==> config.mk <==
export PLATFORM = sky130hd
export DESIGN_NAME = hcam_monitor
export DESIGN_NICKNAME = d
export VERILOG_FILES = /design/src/rtl/hcam_pkg.sv /design/src/rtl/hcam_monitor.sv
export VERILOG_INCLUDE_DIRS = /design/src /design/src/rtl
export SDC_FILE = /design/constraint.sdc
export NUM_CORES = 1
export LEC_CHECK = 0
export BUFFER_PORTS_ARGS = -buffer_cell sky130_fd_sc_hd__buf_2
export CORE_MARGIN = 3
export CORE_UTILIZATION = 60
export CTS_CLUSTER_SIZE = 30
export DETAILED_ROUTE_END_ITERATION = 16
export PLACE_DENSITY = 0.79
export SLEW_MARGIN = 20
export SYNTH_ARGS = -nofsm -noshare
export SYNTH_HDL_FRONTEND = slang
export SYNTH_SLANG_ARGS = --single-unit
==> constraint.sdc <==
create_clock -name clk_in -period 5.1 [get_ports clk_in]
set_input_delay 0.255 -clock clk_in [delete_from_list [all_inputs] [get_ports clk_in]]
set_output_delay 0.255 -clock clk_in [all_outputs]
set_load 0.1 [all_outputs]
==> src/rtl/hcam_consts.svh <==
`ifndef HCAM_CONSTS_SVH
`define HCAM_CONSTS_SVH

// ****************************************
// timing
// ****************************************
`define HCAM_CLK_KHZ 50000
`define HCAM_SHORT_MS 100
`define HCAM_BLINK_MS 250
`define HCAM_CNT_W 24

// ****************************************
// current scale, tenths of an ampere
// ****************************************
`define HCAM_THR_MIN 9'h000
`define HCAM_THR_MAX 9'h1F4
`define HCAM_MON_MAX 16'h0226
`define HCAM_OVERRANGE 16'hFFFF

// ****************************************
// threshold reset values
// ****************************************
`define HCAM_BURN_RST 9'h000
`define HCAM_OVER_RST 9'h1F4
`define HCAM_LEAK_RST 9'h1F4

`endif

==> src/rtl/hcam_pkg.sv <==
package hcam_pkg;

  // ****************************************
  // heating output phase
  // ****************************************
  typedef enum logic [1:0] {
    HCAM_ST_OFF = 2'b01,
    HCAM_ST_ON = 2'b10
  } hcam_phase_e;

  // ****************************************
  // thresholds of one channel, tenths of an ampere
  // ****************************************
  typedef struct packed {
    logic [8:0] burn;
    logic [8:0] over;
    logic [8:0] leak;
  } hcam_thr_s;

  // ****************************************
  // per channel state
  // ****************************************
  typedef struct packed {
    hcam_thr_s thr;
    logic [15:0] on_smp;
    logic on_got;
    logic [15:0] off_smp;
    logic off_got;
    logic [15:0] heat_mon;
    logic [15:0] leak_mon;
    logic burn;
    logic over;
    logic leak;
    logic heat_flash;
    logic leak_flash;
  } hcam_chan_s;

  // ****************************************
  // whole block state
  // ****************************************
  typedef struct packed {
    hcam_phase_e phase;
    logic [23:0] period_cnt;
    logic [23:0] blink_cnt;
    logic blink;
    logic lamp;
    hcam_chan_s [1:0] ch;
  } hcam_state_s;

endpackage

==> src/rtl/hcam_monitor.sv <==
`timescale 1ns/1ps
`include "hcam_consts.svh"

// Summary of operation
// - burnout alarm when on-current below threshold
// - burnout threshold 0.0 off, 50.0 on
// - overcurrent alarm when on-current above threshold
// - overcurrent threshold 50.0 off, 0.0 on
// - leakage alarm when off-current above threshold
// - leakage threshold 50.0 off, 0.0 on
// - on-periods of 100 ms or less ignored
// - off-periods of 100 ms or less ignored
// - monitors show 0.0 to 55.0, else FFFF
// - leakage monitor captures off-state reading
// - burnout/overcurrent light lamp, flash heater display
// - leakage lights lamp, flashes leakage display
// - burnout needs enable and alarm output 1
// - overcurrent needs its enable and alarm output 1
// - leakage needs its enable and alarm output 1
// - second channel only with two inputs

module hcam_monitor #(
  parameter int unsigned SHORT_CYC = `HCAM_SHORT_MS * `HCAM_CLK_KHZ,
  parameter int unsigned BLINK_CYC = `HCAM_BLINK_MS * `HCAM_CLK_KHZ,
  parameter bit TWO_CT = 1'b1
) (
  input wire logic clk_in,
  input wire logic rst_in,
  input wire logic heat_out_in,
  input wire logic ct_valid_in,
  input wire logic [15:0] ct1_current_in,
  input wire logic [15:0] ct2_current_in,
  input wire logic thr_load_in,
  input wire hcam_pkg::hcam_thr_s thr1_in,
  input wire hcam_pkg::hcam_thr_s thr2_in,
  input wire logic alarm1_assigned_in,
  input wire logic burnout_detect_enable_in,
  input wire logic overcurrent_enable_in,
  input wire logic leakage_enable_in,
  output logic [1:0] burnout_alarm_out,
  output logic [1:0] overcurrent_alarm_out,
  output logic [1:0] leakage_short_alarm_out,
  output logic heater_alarm_lamp_out,
  output logic [1:0] heater_mon_flash_out,
  output logic [1:0] leak_mon_flash_out,
  output logic [15:0] heater_current1_out,
  output logic [15:0] heater_current2_out,
  output logic [15:0] leakage_current1_out,
  output logic [15:0] leakage_current2_out
);

  // ****************************************
  // limits
  // ****************************************
  localparam logic [23:0] SHORT_LIM = 24'(SHORT_CYC);
  localparam logic [23:0] BLINK_LIM = 24'(BLINK_CYC - 1);

  // ****************************************
  // decoding helpers
  // ****************************************
  function automatic logic burn_hit(input logic [15:0] cur, input logic [8:0] thr);
    logic hit;
    if (thr == `HCAM_THR_MIN) begin
      hit = 1'b0;
    end else if (thr == `HCAM_THR_MAX) begin
      hit = 1'b1;
    end else begin
      hit = cur < {7'h00, thr};
    end
    return hit;
  endfunction

  function automatic logic above_hit(input logic [15:0] cur, input logic [8:0] thr);
    logic hit;
    if (thr == `HCAM_THR_MAX) begin
      hit = 1'b0;
    end else if (thr == `HCAM_THR_MIN) begin
      hit = 1'b1;
    end else begin
      hit = cur > {7'h00, thr};
    end
    return hit;
  endfunction

  function automatic logic [15:0] mon_code(input logic [15:0] cur);
    logic [15:0] code;
    if (cur > `HCAM_MON_MAX) begin
      code = `HCAM_OVERRANGE;
    end else begin
      code = cur;
    end
    return code;
  endfunction

  function automatic logic [8:0] thr_clip(input logic [8:0] thr);
    logic [8:0] val;
    if (thr > `HCAM_THR_MAX) begin
      val = `HCAM_THR_MAX;
    end else begin
      val = thr;
    end
    return val;
  endfunction

  // ****************************************
  // state
  // ****************************************
  hcam_pkg::hcam_state_s st;
  hcam_pkg::hcam_state_s next_st;

  logic ends_on;
  logic ends_off;
  logic qualified;
  logic [15:0] smp;
  hcam_pkg::hcam_thr_s thr_new;
  hcam_pkg::hcam_chan_s nc;
  logic any_alarm;

  // ****************************************
  // next state
  // ****************************************
  always_comb begin
    next_st = st;
    smp = 16'h0000;
    thr_new = '0;
    nc = '0;
    any_alarm = 1'b0;
    ends_on = (st.phase == hcam_pkg::HCAM_ST_ON) && !heat_out_in;
    ends_off = (st.phase == hcam_pkg::HCAM_ST_OFF) && heat_out_in;
    qualified = st.period_cnt > SHORT_LIM;

    // period length, saturating just above the short limit
    if (st.period_cnt <= SHORT_LIM) begin
      next_st.period_cnt = st.period_cnt + 24'h000001;
    end

    case (st.phase)
      hcam_pkg::HCAM_ST_OFF: begin
        if (heat_out_in) begin
          next_st.phase = hcam_pkg::HCAM_ST_ON;
          next_st.period_cnt = 24'h000000;
        end
      end
      hcam_pkg::HCAM_ST_ON: begin
        if (!heat_out_in) begin
          next_st.phase = hcam_pkg::HCAM_ST_OFF;
          next_st.period_cnt = 24'h000000;
        end
      end
      default: begin
        next_st.phase = hcam_pkg::HCAM_ST_OFF;
        next_st.period_cnt = 24'h000000;
      end
    endcase

    // blink divider for the flashing displays
    if (st.blink_cnt >= BLINK_LIM) begin
      next_st.blink_cnt = 24'h000000;
      next_st.blink = !st.blink;
    end else begin
      next_st.blink_cnt = st.blink_cnt + 24'h000001;
    end

    for (int c = 0; c < 2; c++) begin
      nc = st.ch[c];
      smp = (c == 0) ? ct1_current_in : ct2_current_in;
      thr_new = (c == 0) ? thr1_in : thr2_in;

      if (thr_load_in) begin
        nc.thr.burn = thr_clip(thr_new.burn);
        nc.thr.over = thr_clip(thr_new.over);
        nc.thr.leak = thr_clip(thr_new.leak);
      end

      // latest sample of the running period
      if (ct_valid_in && st.phase == hcam_pkg::HCAM_ST_ON) begin
        nc.on_smp = smp;
        nc.on_got = 1'b1;
        nc.heat_mon = mon_code(smp);
      end
      if (ct_valid_in && st.phase == hcam_pkg::HCAM_ST_OFF) begin
        nc.off_smp = smp;
        nc.off_got = 1'b1;
        nc.leak_mon = mon_code(smp);
      end

      // judge at the end of the period
      if (ends_on) begin
        if (qualified && st.ch[c].on_got) begin
          nc.burn = burn_hit(st.ch[c].on_smp, st.ch[c].thr.burn);
          nc.over = above_hit(st.ch[c].on_smp, st.ch[c].thr.over);
        end
        nc.on_got = 1'b0;
      end
      if (ends_off) begin
        if (qualified && st.ch[c].off_got) begin
          nc.leak = above_hit(st.ch[c].off_smp, st.ch[c].thr.leak);
        end
        nc.off_got = 1'b0;
      end

      // enables drop the alarm at once
      if (!(burnout_detect_enable_in && alarm1_assigned_in)) begin
        nc.burn = 1'b0;
      end
      if (!(overcurrent_enable_in && alarm1_assigned_in)) begin
        nc.over = 1'b0;
      end
      if (!(leakage_enable_in && alarm1_assigned_in)) begin
        nc.leak = 1'b0;
        nc.leak_mon = 16'h0000;
        nc.off_got = 1'b0;
      end

      nc.heat_flash = (nc.burn || nc.over) && next_st.blink;
      nc.leak_flash = nc.leak && next_st.blink;

      if (c == 1 && !TWO_CT) begin
        nc = '0;
      end
      any_alarm = any_alarm || nc.burn || nc.over || nc.leak;
      next_st.ch[c] = nc;
    end

    next_st.lamp = any_alarm;
  end

  // ****************************************
  // registers
  // ****************************************
  always_ff @(posedge clk_in) begin
    if (rst_in) begin
      st <= '0;
      st.phase <= hcam_pkg::HCAM_ST_OFF;
      for (int c = 0; c < 2; c++) begin
        st.ch[c].thr.burn <= `HCAM_BURN_RST;
        st.ch[c].thr.over <= `HCAM_OVER_RST;
        st.ch[c].thr.leak <= `HCAM_LEAK_RST;
      end
    end else begin
      st <= next_st;
    end
  end

  // ****************************************
  // outputs
  // ****************************************
  assign burnout_alarm_out = {st.ch[1].burn, st.ch[0].burn};
  assign overcurrent_alarm_out = {st.ch[1].over, st.ch[0].over};
  assign leakage_short_alarm_out = {st.ch[1].leak, st.ch[0].leak};
  assign heater_alarm_lamp_out = st.lamp;
  assign heater_mon_flash_out = {st.ch[1].heat_flash, st.ch[0].heat_flash};
  assign leak_mon_flash_out = {st.ch[1].leak_flash, st.ch[0].leak_flash};
  assign heater_current1_out = st.ch[0].heat_mon;
  assign heater_current2_out = st.ch[1].heat_mon;
  assign leakage_current1_out = st.ch[0].leak_mon;
  assign leakage_current2_out = st.ch[1].leak_mon;

endmodule

== Word-level counts from Yosys, hierarchy flattened ==
Index checks and enable logic that the tools add are counted.

* Bits of input ports: 95
* Output and inout port bits: 75
* Memory bits (read-only): 0
* Memory bits (writable): 0
* Word-level logic and storage cells: 132
* Register bits: 246
* Memories kept: 0
* Latch bits: 0

* $mul: 0
* Shift operators: 0
* Order comparisons: 17
* Equal/unequal tests: 10
* Reduce and logical (&&, ||, !) cells: 32
* Multiplexer cells: 39
* Bitwise logic cells: 1
* Add/subtract/negate cells: 2
* Div/mod/pow operators: 0

{| class="wikitable"
|+ Operator list
! kind !! count
|-
| 16-bit by 9-bit > comparator with 1-bit output || 4
|-
| 9-bit equality test, second input constant || 6
|-
| 9-bit > comparator, second input constant || 6
|-
| 9-bit zero test || 6
|-
| 9-bit 2-to-1 mux || 6
|-
| 26-bit 2-to-1 mux || 2
|-
| 26-bit case mux with 2 select lines || 1
|-
| 24-bit by 1-bit adder with 24-bit output, second input constant || 2
|-
| 16-bit by 10-bit > comparator with 1-bit output, second input constant || 2
|-
| 16-bit by 9-bit less-than comparator with 1-bit output || 2
|-
| 16-bit 2-to-1 mux || 2
|-
| 24-bit >= comparator, second input constant || 1
|-
| 24-bit by 23-bit > comparator with 1-bit output, second input constant || 1
|-
| 24-bit by 23-bit <= comparator with 1-bit output, second input constant || 1
|-
| 24-bit 2-to-1 mux || 1
|-
| 1-bit 2-to-1 mux || 23
|-
| 1-bit logical AND || 13
|-
| 2-bit 2-to-1 mux || 4
|-
| 1-bit logical OR || 6
|-
| 2-bit OR reduction || 3
|-
| 2-bit != test, second input constant || 2
|-
| 3-bit OR reduction || 1
|-
| 2-bit by 1-bit equality test with 1-bit output, second input constant || 1
|-
| 2-bit equality test, second input constant || 1
|-
| other kinds (3) || 4
|}

== Depth between registers and ports, before layout ==
Gate-level depths: netlist (run 1).

* Depth after elaboration: 11
* Depth in mapped cells: 10

== Least setup slack after synthesis (run 1) ==
OpenSTA, ideal clock, no wires.

* Kind: register to register
* From: register st[233] (netlist bit)
* To: register st, in the netlist leak_mon_flash_out[0]
* Stages on the path, launching flop included: 7
* Setup time: 133 ps
* Path slack: 3125 ps
* Buffers on the path: 0
* Period minus slack after synthesis: 1975 ps
* Data arrival time: 1842 ps
* Required time: 4967 ps
* Cell sequence: dfxtp_1 > nor4b_2 > and4_4 > a221oi_4 > nor4b_4 > mux2_2 > nor4b_2

* Word-level cells in the longest chain between the ends: 6

{| class="wikitable"
|+ RTL lines
! what !! line !! RTL
|-
| from (decl) || hcam_monitor.sv:108 || <nowiki>hcam_pkg::hcam_state_s st;</nowiki>
|-
| from (signal assigned) || hcam_monitor.sv:241 || <nowiki>st <= next_st;</nowiki>
|-
| 24-bit by 23-bit > comparator with 1-bit output || hcam_monitor.sv:130 || <nowiki>qualified = st.period_cnt > SHORT_LIM;</nowiki>
|-
| 1-bit logical AND || -- ||
|-
| 1-bit 2-to-1 mux || hcam_monitor.sv:196 || <nowiki>if (qualified && st.ch[c].off_got) begin</nowiki>
|-
| 1-bit 2-to-1 mux || hcam_monitor.sv:195 || <nowiki>if (ends_off) begin</nowiki>
|-
| 1-bit 2-to-1 mux || hcam_monitor.sv:209 || <nowiki>if (!(leakage_enable_in && alarm1_assigned_in)) begin</nowiki>
|-
| 1-bit logical AND || hcam_monitor.sv:216 || <nowiki>nc.leak_flash = nc.leak && next_st.blink;</nowiki>
|}

Every way passes these cells.
A chain may end at the register's enable or synchronous reset.

== Final worst setup path (run 1) ==
* From: input port rst_in
* To: register st, in the netlist leakage_current1_out[15]

* Word-level cells in the longest chain between the ends: 1

{| class="wikitable"
|+ RTL lines
! what !! line !! RTL
|-
| from (decl) || hcam_monitor.sv:28 || <nowiki>input wire logic rst_in,</nowiki>
|-
| 2-bit OR reduction (no line) || -- ||
|}

Every way passes these cells.

==> results of run 1 <==
[cell type report]
| class | instances | area, um2 |
|---|---|---|
| well taps | 229 | 287 |
| clock buffers | 34 | 719 |
| multi-input cells | 905 | 5490 |
| clock inverters | 9 | 115 |
| fillers | 1444 | 5330 |
| flip-flops and latches | 246 | 4920 |
| inverters | 69 | 259 |
| repair buffers | 212 | 1270 |
[worst paths after layout]
path | from | endpoint | depth (start not counted)
min | ct1_current_in[13] | st[68] | 3
max | rst_in | leakage_current1_out[15] | 5
min reg2reg | st[65] | st[65] | 2
max reg2reg | st[247] | leakage_current1_out[15] | 6
[state kept, by name, summed over array words and instances, names as in the netlist]
name	count
burnout_alarm_out	2
leakage_current1_out	16
heater_mon_flash_out	2
overcurrent_alarm_out	2
leakage_current2_out	16
st	171
heater_current1_out	16
heater_current2_out	16
leakage_short_alarm_out	2
leak_mon_flash_out	2
heater_alarm_lamp_out	1
[layer usage]
metal	vias to the layer above	track usage
li1	4806	-
met1	4463	0.334
met2	305	0.453
met3	57	0.0331
met4	0	0.0751
met5	-	0
[power groups by stage]
| stage | clock network (mW) | logic (mW) | registers (mW) |
|---|---|---|---|
| final | 1.84 | 0.993 | 2.13 |
| after global routing | 1.94 | 1.09 | 2.14 |
| after CTS | 1.86 | 0.988 | 2.13 |
| after detailed placement | 0 | 0.958 | 2.17 |
| after global placement | 0 | 0.939 | 2.16 |
| after floorplan | 0 | 0.800 | 2.14 |
[logic make-up (layout without fill, tap and decap cells)]
logic type,after synthesis,count (layout),synth area share
muxes,14,14,0.0124
adders and majority gates,57,57,0.0622
and+or+nand+nor,520,520,0.211
DFF,246,246,0.429
AOI/OAI and AO/OA,271,271,0.159
buffers and inverters,208,324,0.0933
xor gates and xnor gates,43,43,0.0328
[repair_timing]
item / in CTS / in global routing
endpoints found under the hold margin: 40 / 0
hold buffers: 39 / 0
resized for setup: 0 / 0
[cell usage in the layout, fill, tap and decap left out, drive strengths merged, types with 7 or more instances in the layout]
cell type    netlist  routed
dfxtp            246     246
nand2            184     184
buf               92     173
nor2             159     159
a21oi            102     102
inv               68      69
ha                57      57
a211oi            48      48
dlygate4sd3        0      39
nand3             36      36
o21a              34      34
clkbuf            47      34
xor2              30      30
nor2b             28      28
o211ai            22      22
nand4             21      21
nor3              19      19
nor4              18      18
and3              14      14
o21ai             14      14
xnor2             13      13
and4              13      13
mux2i             12      12
nand2b            11      11
a41oi              7       7
[worst reg2reg max path: stages (launching register included)]
cell and delay [ns]:
dfxtp_1 0.31, inv_1 0.07, ha_1 0.20, and2_2 0.84, buf_4 0.49, a21oi_1 0.26, o21a_1 0.20
[stage by stage]
stage / setup slack (ns) / utilization / std cells / power (mW)
after floorplan: 3.12 / - / 1359 / 2.94
after global placement: 1.79 / 0.643 / 1622 / 3.10
after detailed placement: 1.69 / 0.643 / 1622 / 3.12
after CTS: 2.24 / 0.710 / 1704 / 4.98
after global routing: 1.88 / 0.710 / 1704 / 5.17
final: 2.18 / 0.710 / 1704 / 4.96
==> reports/qor.csv, run 1 <==
metric;value;unit
# rows;49;
TritonRoute pass-1 iters;5;
post-synth net total;1511;
DR WL/cell;16.1;um
die outline area;0.0208;mm2
pwr/cell area;379;mW/mm2
vias in the first global route;9216;
first-pass GRT wire length;44.6;mm
Critical Path Max Stage Delay;1.09;ns
R2R Setup Slk;2.62;ns
part of the power in the clock network;0.371;
DR WL met2;13.2;mm
status;completed;
CP Data Arrival Time;3.32;ns
Yosys top cell by area;dfxtp_1;
HP Class;primary input to flip-flop;
Initial Util;0.624;
critical path cell sequence;buf_4 > clkinv_1 > nand3_1 > a21oi_1 > o21a_1;
RSZ-0062 raised after global routing;no;
Max IR drop VDD;372;uV
Remaining DRCs;0;
Seq pwr share;0.429;
Total Neg Setup Slack;0;ns
Crit path max-delay family;buffers and inverters;
Inserted Diodes;0;
Pleak;5.53;nW
Clock Skews;0.0126;ns
I/O Buffers;169;
Switching Share;0.309;
Post-Route WL;27.5;mm
Layout area overhead;13.8;%
Distinct cells, synth;65;
met1 WL;11.8;mm
Worst Path Max Fanout;66;
most common cell in the netlist;dfxtp_1;
Final Net Count;1611;
total gr overflow;0;
Internal;3.43;mW
minimum clock period;2.92;ns
clk buf depth;3;
Fmax;0.343;GHz
CTS H-Tree Depth;1;
Required @ worst endpoint;5.50;ns
Max Cap Viol;0;
CTS sink cnt;246;
antenna-violating nets left;0;
final number of setup-violating endpoints;0;
Root Driver;clkbuf_16;
Die Wd;144;um
I/O Pins;170;
Die Y;144;um
Crit. End Element;flip-flop;
EDFF count, synth;0;
clk_lat worst skew;0.51;ns
Synth Instances;1359;
Crit Path Class;primary input to flip-flop;
top cells by count, synth;dfxtp_1 (246), nand2_1 (184), nor2_1 (159), a21oi_1 (102), buf_4 (75);
ratio of cells with drive above 1 in the final layout;0.155;
Clk pin slew, worst setup/hold paths;0.06;ns
Syn. warnings;0;
TritonCTS clock tree;yes;
drt initial violations;665;
ys async rst share;0;
register area share after synthesis;0.429;
P_sw;1.53;mW
worst-margin pin slew;1.11;ns
antenna violations before repair;0;
post-CTS setup buffer count;0;
CP max stage cell;nand3_1;
Top FF cell, synth;dfxtp_1;
Hold Fails Final Rpt;0;
combinational fraction of design power;0.200;
met3 routed WL;1.51;mm
Max Transition Viols Final;0;
GRT Overall Usage;0.258;
CP Launch Type;primary input;
Hold Worst Slack;0.0161;ns
drt via density;5.65;
Relative slew margins;0.261;
Worst Path Buf+Inv;2;
RD Place Congestion;0.861;
Synth top area share;0.429;
Post-DP Area;0.0118;mm2
Syn Area/Cell;8.44;um2
Final Instance Area;0.0131;mm2
DP HPWL;19.1;mm
core area;0.0184;mm2
synth top area cells;dfxtp_1 (43%), ha_1 (6.2%), nand2_1 (6.0%);
fin crit share;0.572;
vias;9631;
largest net degree at the start of global routing;67;
Max Used Layer;met4;
Yosys reg bits;246;
synthesized area;0.0115;mm2
cts bufs inserted;25;
(Power assumes the default switching activity.)
==> inputs of run 2 (changes only) <==
--- a/config.mk
+++ b/config.mk
@@ -6,12 +6,13 @@
 export SDC_FILE = /design/constraint.sdc
 export NUM_CORES = 1
 export LEC_CHECK = 0
+export ABC_AREA = 1
 export BUFFER_PORTS_ARGS = -buffer_cell sky130_fd_sc_hd__buf_2
 export CORE_MARGIN = 3
-export CORE_UTILIZATION = 60
+export CORE_UTILIZATION = 58
 export CTS_CLUSTER_SIZE = 30
 export DETAILED_ROUTE_END_ITERATION = 16
-export PLACE_DENSITY = 0.79
+export PLACE_DENSITY = 0.77
 export SLEW_MARGIN = 20
 export SYNTH_ARGS = -nofsm -noshare
 export SYNTH_HDL_FRONTEND = slang
==> constraint.sdc (replaced) <==
create_clock -name clk_in -period 2.8 [get_ports clk_in]
set_input_delay 0.14 -clock clk_in [delete_from_list [all_inputs] [get_ports clk_in]]
set_output_delay 0.14 -clock clk_in [all_outputs]
set_load 0.1 [all_outputs]
==> reports/qor.csv, run 2 <==
metric;value;unit
most common cell in the netlist;dfxtp_1;
# rows;52;
Post-Route WL;31.3;mm
cts bufs inserted;27;
Crit. End Element;flip-flop;
GRT Overall Usage;0.272;
TritonCTS clock tree;yes;
Distinct cells, synth;48;
drt via density;5.27;
synth top area cells;dfxtp_1 (41%), nand2_1 (7.1%), inv_1 (6.9%);
CTS H-Tree Depth;1;
Required @ worst endpoint;3.18;ns
status;completed;
synthesized area;0.0121;mm2
RD Place Congestion;0.869;
Hold Worst Slack;0.0136;ns
vias;10900;
Crit Path Class;flip-flop to flip-flop;
Layout area overhead;18.4;%
pwr/cell area;696;mW/mm2
post-CTS sizing;0;
Most flops, register;st;
ratio of cells with drive above 1 in the final layout;0.151;
vias in the first global route;10300;
Clk pin slew, worst setup/hold paths;0.06;ns
Final Net Count;1932;
CTS sink cnt;246;
Relative slew margins;0.359;
antenna-violating nets left;0;
Worst Path Max Fanout;21;
EDFF count, synth;0;
first-pass GRT wire length;50.5;mm
Yosys reg bits;246;
Synth Instances;1625;
top cells by count, synth;dfxtp_1 (246), nand2_1 (229), inv_1 (223), nor2_1 (223), a21oi_1 (92);
Syn. warnings;0;
DP HPWL;21.9;mm
Initial Util;0.594;
Max IR drop VDD;566;uV
Fmax;0.474;GHz
worst-margin pin slew;0.961;ns
CP Launch Type;flip-flop;
I/O Buffers;169;
I/O Pins;170;
CP Data Arrival Time;2.49;ns
Max Transition Viols Final;0;
TritonRoute pass-1 iters;5;
Max Cap Viol;0;
sequential cell area;0.00492;mm2
fin crit share;0.754;
RSZ-0062 raised after global routing;no;
register area share after synthesis;0.406;
Pleak;6.87;nW
DR WL/cell;15.2;um
Yosys top cell by area;dfxtp_1;
ys async rst share;0;
Clock Skews;0.00650;ns
antenna violations before repair;0;
minimum clock period;2.11;ns
Die Y;151;um
total gr overflow;0;
Inserted Diodes;0;
HP Class;primary input to flip-flop;
clk_lat worst skew;0.52;ns
Remaining DRCs;0;
Hold Fails Final Rpt;0;
final number of setup-violating endpoints;0;
core area;0.0204;mm2
commonest non-fill, non-tap cell in the layout;dfxtp_1;
Die Wd;151;um
Largest register FFs;171;
Synth top area share;0.406;
die outline area;0.0227;mm2
post-synth net total;1777;
largest net degree at the start of global routing;69;
drt initial violations;866;
most frequent cells in the layout;dfxtp_1 (246), nand2_1 (229), inv_1 (222), nor2_1 (222), buf_2 (168);
Fill cells;1656;
Total Neg Setup Slack;0;ns
Syn Area/Cell;7.47;um2
area occupied by multi-input gates;0.00552;mm2
Top FF cell, synth;dfxtp_1;
Root Driver;clkbuf_16;
clk buf depth;3;
-- run 2: cell families after synthesis --
| family | after synthesis | share of synthesized area |
|---|---|---|
| adders and majority gates | 57 | 0.0588 |
| buffers and inverters | 371 | 0.140 |
| xor gates and xnor gates | 27 | 0.0195 |
| and+or+nand+nor | 642 | 0.236 |
| AOI/OAI and AO/OA | 282 | 0.140 |
| DFF | 246 | 0.406 |
-- run 2: worst max-delay path: stages (launching register included) --
cell and delay [ns]:
dfxtp_1 0.32, inv_1 0.11, ha_1 0.18, nand4_1 0.11
nor2_2 0.16, nand3_4 0.12, nand2_4 0.28, nand2_4 0.11
nor2_4 0.11, nand3_1 0.13, nor2_1 0.14, nand3_1 0.08
nand2_1 0.07, nor2_1 0.04
-- run 2: layout make-up --
type                            instances  area share
Multi-Input combinational cell       1008       0.384
Sequential cell                       246       0.343
Timing Repair Buffer                  263       0.122
Inverter                              234      0.0612
Clock buffer                           36      0.0522
Tap cell                              270      0.0235
Clock inverter                         11      0.0145
-- run 2: worst paths after layout --
check                         from                       end  slack [ns]  cells after the start
max                        st[222]                   st[239]        0.69                     13
max reg2reg                st[222]                   st[239]        0.69                     13
min          overcurrent_enable_in  overcurrent_alarm_out[0]        0.01                      5
min reg2reg                st[198]                   st[198]        0.45                      1
-- run 2: layer usage --
| layer | global-route usage | part of all wire |
|---|---|---|
| met1 | 0.385 | 0.47 |
| met3 | 0.0539 | 0.083 |
| met4 | 0.0571 | 0.015 |
| met2 | 0.432 | 0.43 |
| met5 | 0 | 0 |
-- run 2: through the flow --
step,cells,power (mW),cell area [um2],utilization,setup slack (ns)
finish,2068,10.0,14400,0.703,0.688
floorplan,1625,5.67,12100,-,1.05
global route,2068,10.4,14400,0.703,0.476
detailed placement,1942,6.11,12600,0.618,0.734
global placement,1942,6.06,12600,0.618,0.822
CTS,2068,10.0,14400,0.703,0.702
-- run 2: where the power goes --
group | internal [mW] | switching (mW)
registers | 3.81 | 0.194
logic | 0.638 | 1.52
clock network | 2.42 | 1.41
total | 6.87 | 3.13
-- run 2: repair_timing --
action,CTS,global route
hold buffers,79,0
endpoints found under the hold margin,107,0
buffers inserted,0,0
